$ cat src/pkg/snph_pkg.sv
// Purpose: shared constants and types for the star network pairing link manager
// Assumes: 40 MHz system clock, register offsets as seen on the serial register port
// Notes: every offset, reset value and default timing count lives here; port widths are set in the module
package snph_pkg;
    // clock and timing figures, each in its own unit
    localparam int SNPH_CLK_MHZ = 40;              // system clock rate
    localparam int SNPH_US_PER_MS = 1000;          // unit conversion
    localparam int SNPH_LISTEN_TIME_MS = 1000;     // master listening window after wake-up
    localparam int SNPH_LISTEN_CYCLES = SNPH_LISTEN_TIME_MS * SNPH_US_PER_MS * SNPH_CLK_MHZ;
    localparam int SNPH_ACK_WIN_US = 100;          // client acknowledge window, plain default
    localparam int SNPH_ACK_WIN_CYCLES = SNPH_ACK_WIN_US * SNPH_CLK_MHZ;
    localparam int SNPH_CNT_W = 26;                // holds the listening count
    // table geometry
    localparam int SNPH_CLIENTS = 8;               // paired client slots
    localparam int SNPH_ID_BYTES = 3;              // identifier is three bytes
    localparam int SNPH_TBL_BYTES = 24;            // identifier table size
    // register offsets
    localparam logic [5:0] SNPH_ADDR_TIMER_CTRL = 6'h01;
    localparam logic [5:0] SNPH_ADDR_TBL_FIRST = 6'h08;
    localparam logic [5:0] SNPH_ADDR_TBL_LAST = 6'h1f;
    localparam logic [5:0] SNPH_ADDR_UNK_ID0 = 6'h34;
    localparam logic [5:0] SNPH_ADDR_UNK_ID1 = 6'h35;
    localparam logic [5:0] SNPH_ADDR_UNK_ID2 = 6'h36;
    // reset values and frame constants
    localparam logic [7:0] SNPH_TIMER_CTRL_RST = 8'h00;
    localparam logic [7:0] SNPH_READ_ZERO = 8'h00;
    localparam logic [2:0] SNPH_PAYLOAD_LEN = 3'h5; // first pairing frame payload bytes
    localparam logic [7:0] SNPH_PAD_BYTE = 8'h00;   // fifth payload byte

    // link manager states
    typedef enum logic [2:0] {
        ST_IDLE    = 3'b000,
        ST_LISTEN  = 3'b001,
        ST_TX      = 3'b010,
        ST_ACKWIN  = 3'b011,
        ST_STANDBY = 3'b100
    } snph_state_t;

    // decoded serial register port request
    typedef struct packed {
        logic       wr;
        logic       rd;
        logic [5:0] addr;
        logic [7:0] wdata;
    } snph_reg_req_t;

    // receiver events from the frame decoder
    typedef struct packed {
        logic        id_valid;   // identifier field complete
        logic [23:0] id;
        logic [2:0]  cyc;        // received cycle time
        logic [4:0]  rnd;        // received random pointer
        logic        frame_end;  // frame complete, crc_ok valid
        logic        crc_ok;
    } snph_rx_t;

    // transmit request to the frame coder
    typedef struct packed {
        logic        start;
        logic [2:0]  len;
        logic [39:0] payload;
    } snph_tx_t;

    // interrupt event pulses
    typedef struct packed {
        logic data_rx;
        logic unknown_client_irq;
        logic ack_rx;
        logic rx_end;
    } snph_irq_t;

    // per-client timing state
    typedef struct packed {
        logic       active;
        logic [2:0] cyc;
        logic [4:0] rnd;
    } snph_timing_t;

    // whole state of the link manager
    typedef struct packed {
        snph_state_t                        st;
        logic [SNPH_CNT_W-1:0]              cnt;
        logic [7:0]                         timer_ctrl;
        logic [SNPH_TBL_BYTES-1:0][7:0]     tbl;
        snph_timing_t [SNPH_CLIENTS-1:0]    timing;
        logic [23:0]                        cur_id;
        logic                               id_seen;
        logic                               hit;
        logic [2:0]                         hit_idx;
        logic                               hit_was_active;
        logic [23:0]                        unknown_client_ident;
        logic                               tx_pending;
        logic                               rx_on;
        logic                               ack_send;
        snph_tx_t                           tx;
        snph_irq_t                          irq;
        logic [7:0]                         rdata;
        logic                               rvalid;
    } snph_core_t;

    localparam snph_core_t SNPH_CORE_RST = '0;
endpackage

$ cat src/verilog/snph_link_mgr.sv
// Purpose: pairing handshake link manager for master and client nodes
// Assumes: all inputs except arst_n synchronous to clk; frame coding and crc done outside
// Notes: role_master picks the node role; registers reached over the serial register port
`timescale 1ns/1ps
module snph_link_mgr #(
    parameter int LISTEN_CYCLES = snph_pkg::SNPH_LISTEN_CYCLES, // one second listening
    parameter int ACK_WIN_CYCLES = snph_pkg::SNPH_ACK_WIN_CYCLES // acknowledge window
) (
    input wire logic clk,                             // 40 MHz system clock
    input wire logic arst_n,                          // async reset, active low
    input wire logic role_master,                     // 1 = master node, 0 = client
    input wire snph_pkg::snph_reg_req_t serial_register_port, // decoded register access
    output logic [7:0] reg_rdata,                     // read data
    output logic reg_rvalid,                          // read data valid pulse
    input wire logic wake_call_done,                  // master wake-up call finished
    input wire logic wake_event,                      // client wake-up cycle event
    input wire logic tx_cmd,                          // host transmit command pulse
    input wire logic tx_done,                         // frame coder finished sending
    input wire logic ack_detect,                      // acknowledge pattern seen
    input wire snph_pkg::snph_rx_t rx,                // receiver frame events
    input wire logic [23:0] own_ident,                // this client's identifier
    input wire logic [2:0] own_cyc,                   // this client's cycle time
    input wire logic [4:0] own_rnd,                   // this client's random pointer
    output snph_pkg::snph_tx_t tx,                    // transmit request
    output logic ack_send,                            // master sends acknowledge pulse
    output logic rx_on,                               // receiver enable level
    output logic tx_pending,                          // transmit command still pending
    output logic [7:0] timer_enable,                  // timer enable control bits
    output snph_pkg::snph_timing_t [7:0] client_timing, // per-client timing state
    output snph_pkg::snph_irq_t irq                   // interrupt event pulses
);
    import snph_pkg::*;

    snph_core_t q; // registered state
    snph_core_t d; // next state
    logic [SNPH_CLIENTS-1:0] match; // per-entry identifier compare
    logic hit_any; // some entry matched
    logic [2:0] hit_idx; // lowest matching entry
    logic [4:0] tbl_idx; // table byte selected by address

    // identifier compare against each table entry, low byte at lowest offset
    for (genvar k = 0; k < SNPH_CLIENTS; k++) begin : g_match
        assign match[k] = ({q.tbl[SNPH_ID_BYTES*k+2], q.tbl[SNPH_ID_BYTES*k+1],
                            q.tbl[SNPH_ID_BYTES*k]} == rx.id);
    end

    // priority pick: lowest slot wins if the host wrote a duplicate
    always_comb begin
        hit_idx = 3'h0;
        for (int i = SNPH_CLIENTS - 1; i >= 0; i--) begin
            if (match[i]) begin
                hit_idx = 3'(i);
            end
        end
        hit_any = |match;
        tbl_idx = 5'(serial_register_port.addr - SNPH_ADDR_TBL_FIRST);
    end

    // next-state logic for the whole block
    // one copy of the state is edited here and registered below
    always_comb begin
        d = q;
        // event outputs are one-cycle pulses
        d.tx.start = 1'b0;
        d.ack_send = 1'b0;
        d.irq = '0;
        d.rvalid = 1'b0;

        // register writes; read-only and unmapped offsets ignore writes
        // the table is the host's only way to admit a client
        if (serial_register_port.wr) begin
            if (serial_register_port.addr == SNPH_ADDR_TIMER_CTRL) begin
                d.timer_ctrl = serial_register_port.wdata;
            end else if (serial_register_port.addr >= SNPH_ADDR_TBL_FIRST &&
                         serial_register_port.addr <= SNPH_ADDR_TBL_LAST) begin
                d.tbl[tbl_idx] = serial_register_port.wdata;
            end
        end

        // register reads answer one cycle later; unmapped reads return zero
        // a read and a write of one byte together return the old value
        if (serial_register_port.rd) begin
            d.rvalid = 1'b1;
            if (serial_register_port.addr == SNPH_ADDR_TIMER_CTRL) begin
                d.rdata = q.timer_ctrl;
            end else if (serial_register_port.addr >= SNPH_ADDR_TBL_FIRST &&
                         serial_register_port.addr <= SNPH_ADDR_TBL_LAST) begin
                d.rdata = q.tbl[tbl_idx];
            end else if (serial_register_port.addr == SNPH_ADDR_UNK_ID0) begin
                d.rdata = q.unknown_client_ident[7:0];
            end else if (serial_register_port.addr == SNPH_ADDR_UNK_ID1) begin
                d.rdata = q.unknown_client_ident[15:8];
            end else if (serial_register_port.addr == SNPH_ADDR_UNK_ID2) begin
                d.rdata = q.unknown_client_ident[23:16];
            end else begin
                d.rdata = SNPH_READ_ZERO;
            end
        end

        case (q.st)
            ST_IDLE: begin
                // receiver events here are outside the window and dropped
                if (role_master && wake_call_done) begin
                    d.st = ST_LISTEN;
                    d.cnt = SNPH_CNT_W'(LISTEN_CYCLES - 1);
                    d.rx_on = 1'b1;
                    d.id_seen = 1'b0;
                end else if (!role_master && tx_cmd) begin
                    // host timing of the command is its own business
                    d.st = ST_TX;
                    d.tx_pending = 1'b1;
                    d.tx.start = 1'b1;
                    d.tx.len = SNPH_PAYLOAD_LEN;
                    d.tx.payload = {own_ident, own_cyc, own_rnd, SNPH_PAD_BYTE};
                end
            end
            ST_LISTEN: begin
                // identifier field arrives before the crc verdict
                if (rx.id_valid) begin
                    d.cur_id = rx.id;
                    d.id_seen = 1'b1;
                    d.hit = hit_any;
                    d.hit_idx = hit_idx;
                    d.hit_was_active = q.timing[hit_idx].active;
                    // load timing at once, but only for a client not yet running
                    if (hit_any && !q.timing[hit_idx].active) begin
                        d.timing[hit_idx].cyc = rx.cyc;
                        d.timing[hit_idx].rnd = rx.rnd;
                    end
                end
                // verdict at frame end; a bad crc starts nothing and sends nothing
                if (rx.frame_end && q.id_seen) begin
                    d.id_seen = 1'b0;
                    if (rx.crc_ok && q.hit && !q.hit_was_active) begin
                        d.timing[q.hit_idx].active = 1'b1;
                        d.ack_send = 1'b1;
                        d.irq.data_rx = 1'b1;
                    end else if (rx.crc_ok && !q.hit) begin
                        // absent from the table: flag it, never acknowledge it
                        d.irq.unknown_client_irq = 1'b1;
                        d.unknown_client_ident = q.cur_id;
                    end
                    // a hit on an active client falls through untouched
                end
                // listening window ends by itself
                // the zero count is a window cycle too, so it lasts the full count
                if (q.cnt == '0) begin
                    d.st = ST_IDLE;
                    d.rx_on = 1'b0;
                end else begin
                    d.cnt = q.cnt - 1'b1;
                end
            end
            ST_TX: begin
                // wait for the coder, then listen for the acknowledge
                if (tx_done) begin
                    d.st = ST_ACKWIN;
                    d.cnt = SNPH_CNT_W'(ACK_WIN_CYCLES - 1);
                    d.rx_on = 1'b1;
                end
            end
            ST_ACKWIN: begin
                // an acknowledge in the last window cycle still wins
                if (ack_detect) begin
                    d.irq.ack_rx = 1'b1;
                    d.tx_pending = 1'b0;
                    d.rx_on = 1'b0;
                    d.st = ST_STANDBY;
                end else if (q.cnt == '0) begin
                    // command stays pending so the host can retry later
                    d.rx_on = 1'b0;
                    d.irq.rx_end = 1'b1;
                    d.st = ST_IDLE;
                end else begin
                    d.cnt = q.cnt - 1'b1;
                end
            end
            ST_STANDBY: begin
                // timers are off, so only a wake-up event moves on
                if (wake_event) begin
                    d.st = ST_IDLE;
                end
            end
            default: begin
                d.st = ST_IDLE;
                d.rx_on = 1'b0;
            end
        endcase
    end

    // single state register
    // reset clears the table, so the host must reload it afterwards
    always_ff @(posedge clk or negedge arst_n) begin
        if (!arst_n) begin
            q <= SNPH_CORE_RST;
        end else begin
            q <= d;
        end
    end

    // outputs straight from the state register
    // nothing combinational reaches a pin, so the far side sees clean edges
    assign reg_rdata = q.rdata;
    assign reg_rvalid = q.rvalid;
    assign tx = q.tx;
    assign ack_send = q.ack_send;
    assign rx_on = q.rx_on;
    assign tx_pending = q.tx_pending;
    assign timer_enable = q.timer_ctrl;
    assign client_timing = q.timing;
    assign irq = q.irq;
endmodule

$ cat config.mk
export PLATFORM = sky130hd
export DESIGN_NAME = snph_link_mgr
export DESIGN_NICKNAME = d
export VERILOG_FILES = /design/src/pkg/snph_pkg.sv /design/src/verilog/snph_link_mgr.sv
export SDC_FILE = /design/constraint.sdc
export NUM_CORES = 1
export LEC_CHECK = 0
export ABC_AREA = 0
export BUFFER_PORTS_ARGS = -buffer_cell sky130_fd_sc_hd__buf_2
export CORE_AREA = 2 2 209 211
export CTS_BUF_LIST = sky130_fd_sc_hd__clkbuf_16
export DETAILED_ROUTE_END_ITERATION = 6
export DIE_AREA = 0 0 211 213
export HOLD_SLACK_MARGIN = 0.12
export PLACE_DENSITY = 0.73
export RECOVER_POWER = 25
export SLEW_MARGIN = 40
export SYNTH_ARGS = -nofsm -noshare
export SYNTH_HDL_FRONTEND = slang
export SYNTH_SLANG_ARGS = --single-unit
$ cat constraint.sdc
create_clock -name clk -period 3.1 [get_ports clk]
set_clock_uncertainty 0.2 [all_clocks]
set_input_delay 0.62 -clock clk [delete_from_list [all_inputs] [get_ports clk]]
set_output_delay 0.62 -clock clk [all_outputs]
set_load 0.03 [all_outputs]
==> impl_metrics.ini <==
[run_status]
status = finished, violations left
violations = design-rule violations, negative setup slack

[global_routing]
grt-busiest-layer = met2
grt_use_met3_pct = 7.10
grt_util_met1_pct = 39.2
antenna_found_initial = 0
grt_pass1_wl_mm = 99.7
grt_pass1_vias = 16200
grt_usage_pct = 29.7
use_met2_pct = 47.9
grt_start_max_net_pins = 82
overflow = 0

[placed_design]
hpwl_mm = 47.9
port_buffers = 221
gp_congestion = 0.998

[setup_path]
r2r_cells = 10
r2r-start = q[351]
crit_arrival_ps = 3450
crit_path_end_kind = flop
critPathCapture = client_timing[23]
path_max_fanout = 8
startpoint = q[351]
cp.required_ps = 3370
critical_path_class = reg2reg
r2r-end = client_timing[23]
reg2reg_slack_ps = -70
cp-start-kind = flop

[sta]
min_period_over_period_pct = 102
hold_viol_final = 0
holdWs_ps = 163
relSlewSlack_pct = 13.1
setup_violations = 11
rsz0062_at_grt = yes
slew_viol_final = 0
tightest_slew_ps = 1300
fmax_mhz = 315
fin_setup_tns_ps = -592
period_minus_slack_ps = 3170
timing.final.ws_setup_ps = -74.3

[cells_and_area]
drive_gt1_share_pct = 43.9
nets = 2230
area_growth_pct = 21.1
final_common_cell = dfrtp_1
layout_common_cells = 404 x dfrtp_1, 280 x mux2_2, 256 x buf_4
post-route-util_pct = 59.8
n_antenna_cell = 0
register_area_um2 = 10100
multiInputGateArea_um2 = 9520
final.fill_count = 3351

[routing]
drc = 1
drt_wl_total_mm = 65.9
avgViaCountPerCell = 5.79
first_pass_iters = 7
drt_iter0_markers = 1505
ant_nets = 0
avgRoutedWirePerCell_um = 24.3
vias = 15700

[synth]
synth_edf_count = 0
syn_avg_cell_area_um2 = 11.9
yosys_warnings = 0
yosys_most_used_dff = dfrtp_1
synth_cell_types = 78
syn_area_um2 = 21100
syn_inst = 1764
synth.ff_latch_count = 404
synthArstFlopShare_pct = 100
yosysSeqAreaShare_pct = 48.0

[floorplanning]
core_area_um2 = 42700
io_pins = 231
die_x_um = 211
std_cell_rows = 76
initial_utilization_pct = 49.3
dieArea_um2 = 44900
dieHeight_um = 213

[clock_tree]
clkSlewWorstSetupHoldPaths_ps = 60
htreeDepth = 2
cts.sinks = 404
cts_buffers = 45
clk_path_buf_depth = 3
insertion_delay_ps = 590
cts_tree = done
root_buffer = clkbuf_16

[pwr]
p_leak_nw = 12.6
ir_worst_vdd_mv = 0.484
p_per_area_nw_per_um2 = 647

[worst_hold_path]
hold_path.class = in2reg

[run]
cap_violations = 0
-- kinds of logic (layout without fill, tap and decap cells) --
logic type	count (synthesis)	after routing	synth area share [%]
muxes	361	361	22.3
other	1	9	0.0178
adders and majority gates	4	4	0.238
xor gates and xnor gates	200	200	8.31
DFF	404	404	48.0
buffers and inverters	242	634	7.51
AOI/OAI and AO/OA	120	120	4.04
and+or+nand+nor	432	432	9.56
-- timing repair --
action,in CTS,in global routing
buffers inserted,5,10
pin swaps,11,11
hold buffers,33,0
gates resized for setup,11,16
endpoints found under the setup margin,56,73
hold endpoints to repair,99,0
-- cell usage after synthesis, drive strengths merged (3+ instances only) --
library cell | n | share of area, %
buf | 185 | 6.5
a21oi | 32 | 0.78
a222oi | 7 | 0.33
nand4 | 34 | 1.0
nor4 | 37 | 1.2
nand2 | 215 | 3.8
and2 | 3 | 0.089
o21a | 4 | 0.14
nor4b | 3 | 0.23
a221oi | 3 | 0.15
xnor2 | 111 | 4.6
or3 | 4 | 0.12
nor3 | 15 | 0.38
a31o | 5 | 0.21
mux4 | 56 | 6.0
clkbuf | 43 | 0.77
nand2b | 7 | 0.21
or4 | 4 | 0.16
xor2 | 89 | 3.7
mux2i | 16 | 0.76
nand3 | 8 | 0.19
o21ai | 36 | 0.91
ha | 4 | 0.24
and3 | 5 | 0.15
inv | 14 | 0.25
nor2 | 83 | 1.5
o211ai | 7 | 0.34
or2 | 4 | 0.12
a41o | 3 | 0.14
dfrtp | 404 | 48
mux2 | 289 | 16
-- sequential cells by signal, summed over array words and instances (netlist names) --
register       flops
rx_on              1
tx_pending         1
client_timing     72
reg_rvalid         1
timer_enable       8
q                275
tx                34
ack_send           1
reg_rdata          8
irq                3
-- power breakdown --
group,leakage (nW),switching [mW],internal [mW]
Combinational,6.58,2.62,1.94
Sequential,5.32,0.786,6.24
Clock,0.678,2.19,2.72
-- per-layer routing --
metal  routed length, um  part of all wire, %  vias to the layer above
met5                   0                    0                        -
met4                2400                  3.6                        0
met3                5760                  8.7                      160
met2               30800                   47                      813
met1               27000                   41                     7946
li1                    -                    -                     6775
-- worst max-delay path: stages (launching register included) --
cell and delay [ps]:
dfrtp_1 400, xor2_1 160, nor4_2 380, nand4_1 200, o211ai_1 220, buf_4 150, and3b_2 210, o21ai_4 70
buf_6 120, or4_4 600, mux2_4 340
-- layout make-up --
type / instances / area share, %
timing repair buffer: 544 / 15.0
clock inverter: 31 / 0.750
inverter: 14 / 0.206
multi-input combinational: 1126 / 37.3
tap: 546 / 2.68
sequential: 404 / 39.6
clock buffer: 45 / 4.41
-- how the worst min path moves through the flow --
stage                             start    endpoint  slack [ps]  cells past startpoint
5_1_grt                      ack_detect      irq[0]         170                      2
2_1_floorplan                    arst_n    ack_send         120                      0
3_3_place_gp                     tx[32]      tx[32]         250                      2
4_1_cts        serial_register_port[14]  reg_rvalid         130                      1
6_report                     ack_detect      irq[0]         160                      2
3_5_place_dp                     q[109]      q[109]         260                      2
-- stage by stage --
step / instances / setup slack (ps) / power (mW) / instance area (um2)
final: 2710 / -74.3 / 16.5 / 25500
after global routing: 2710 / -143 / 17.3 / 25500
after CTS: 2700 / -114 / 16.4 / 25500
after detailed placement: 2586 / -860 / 11.4 / 23700
after global placement: 2586 / -786 / 11.2 / 23700
after floorplan: 1772 / 35.5 / 9.96 / 21100
No activity file was read; power rests on OpenSTA's default activity.
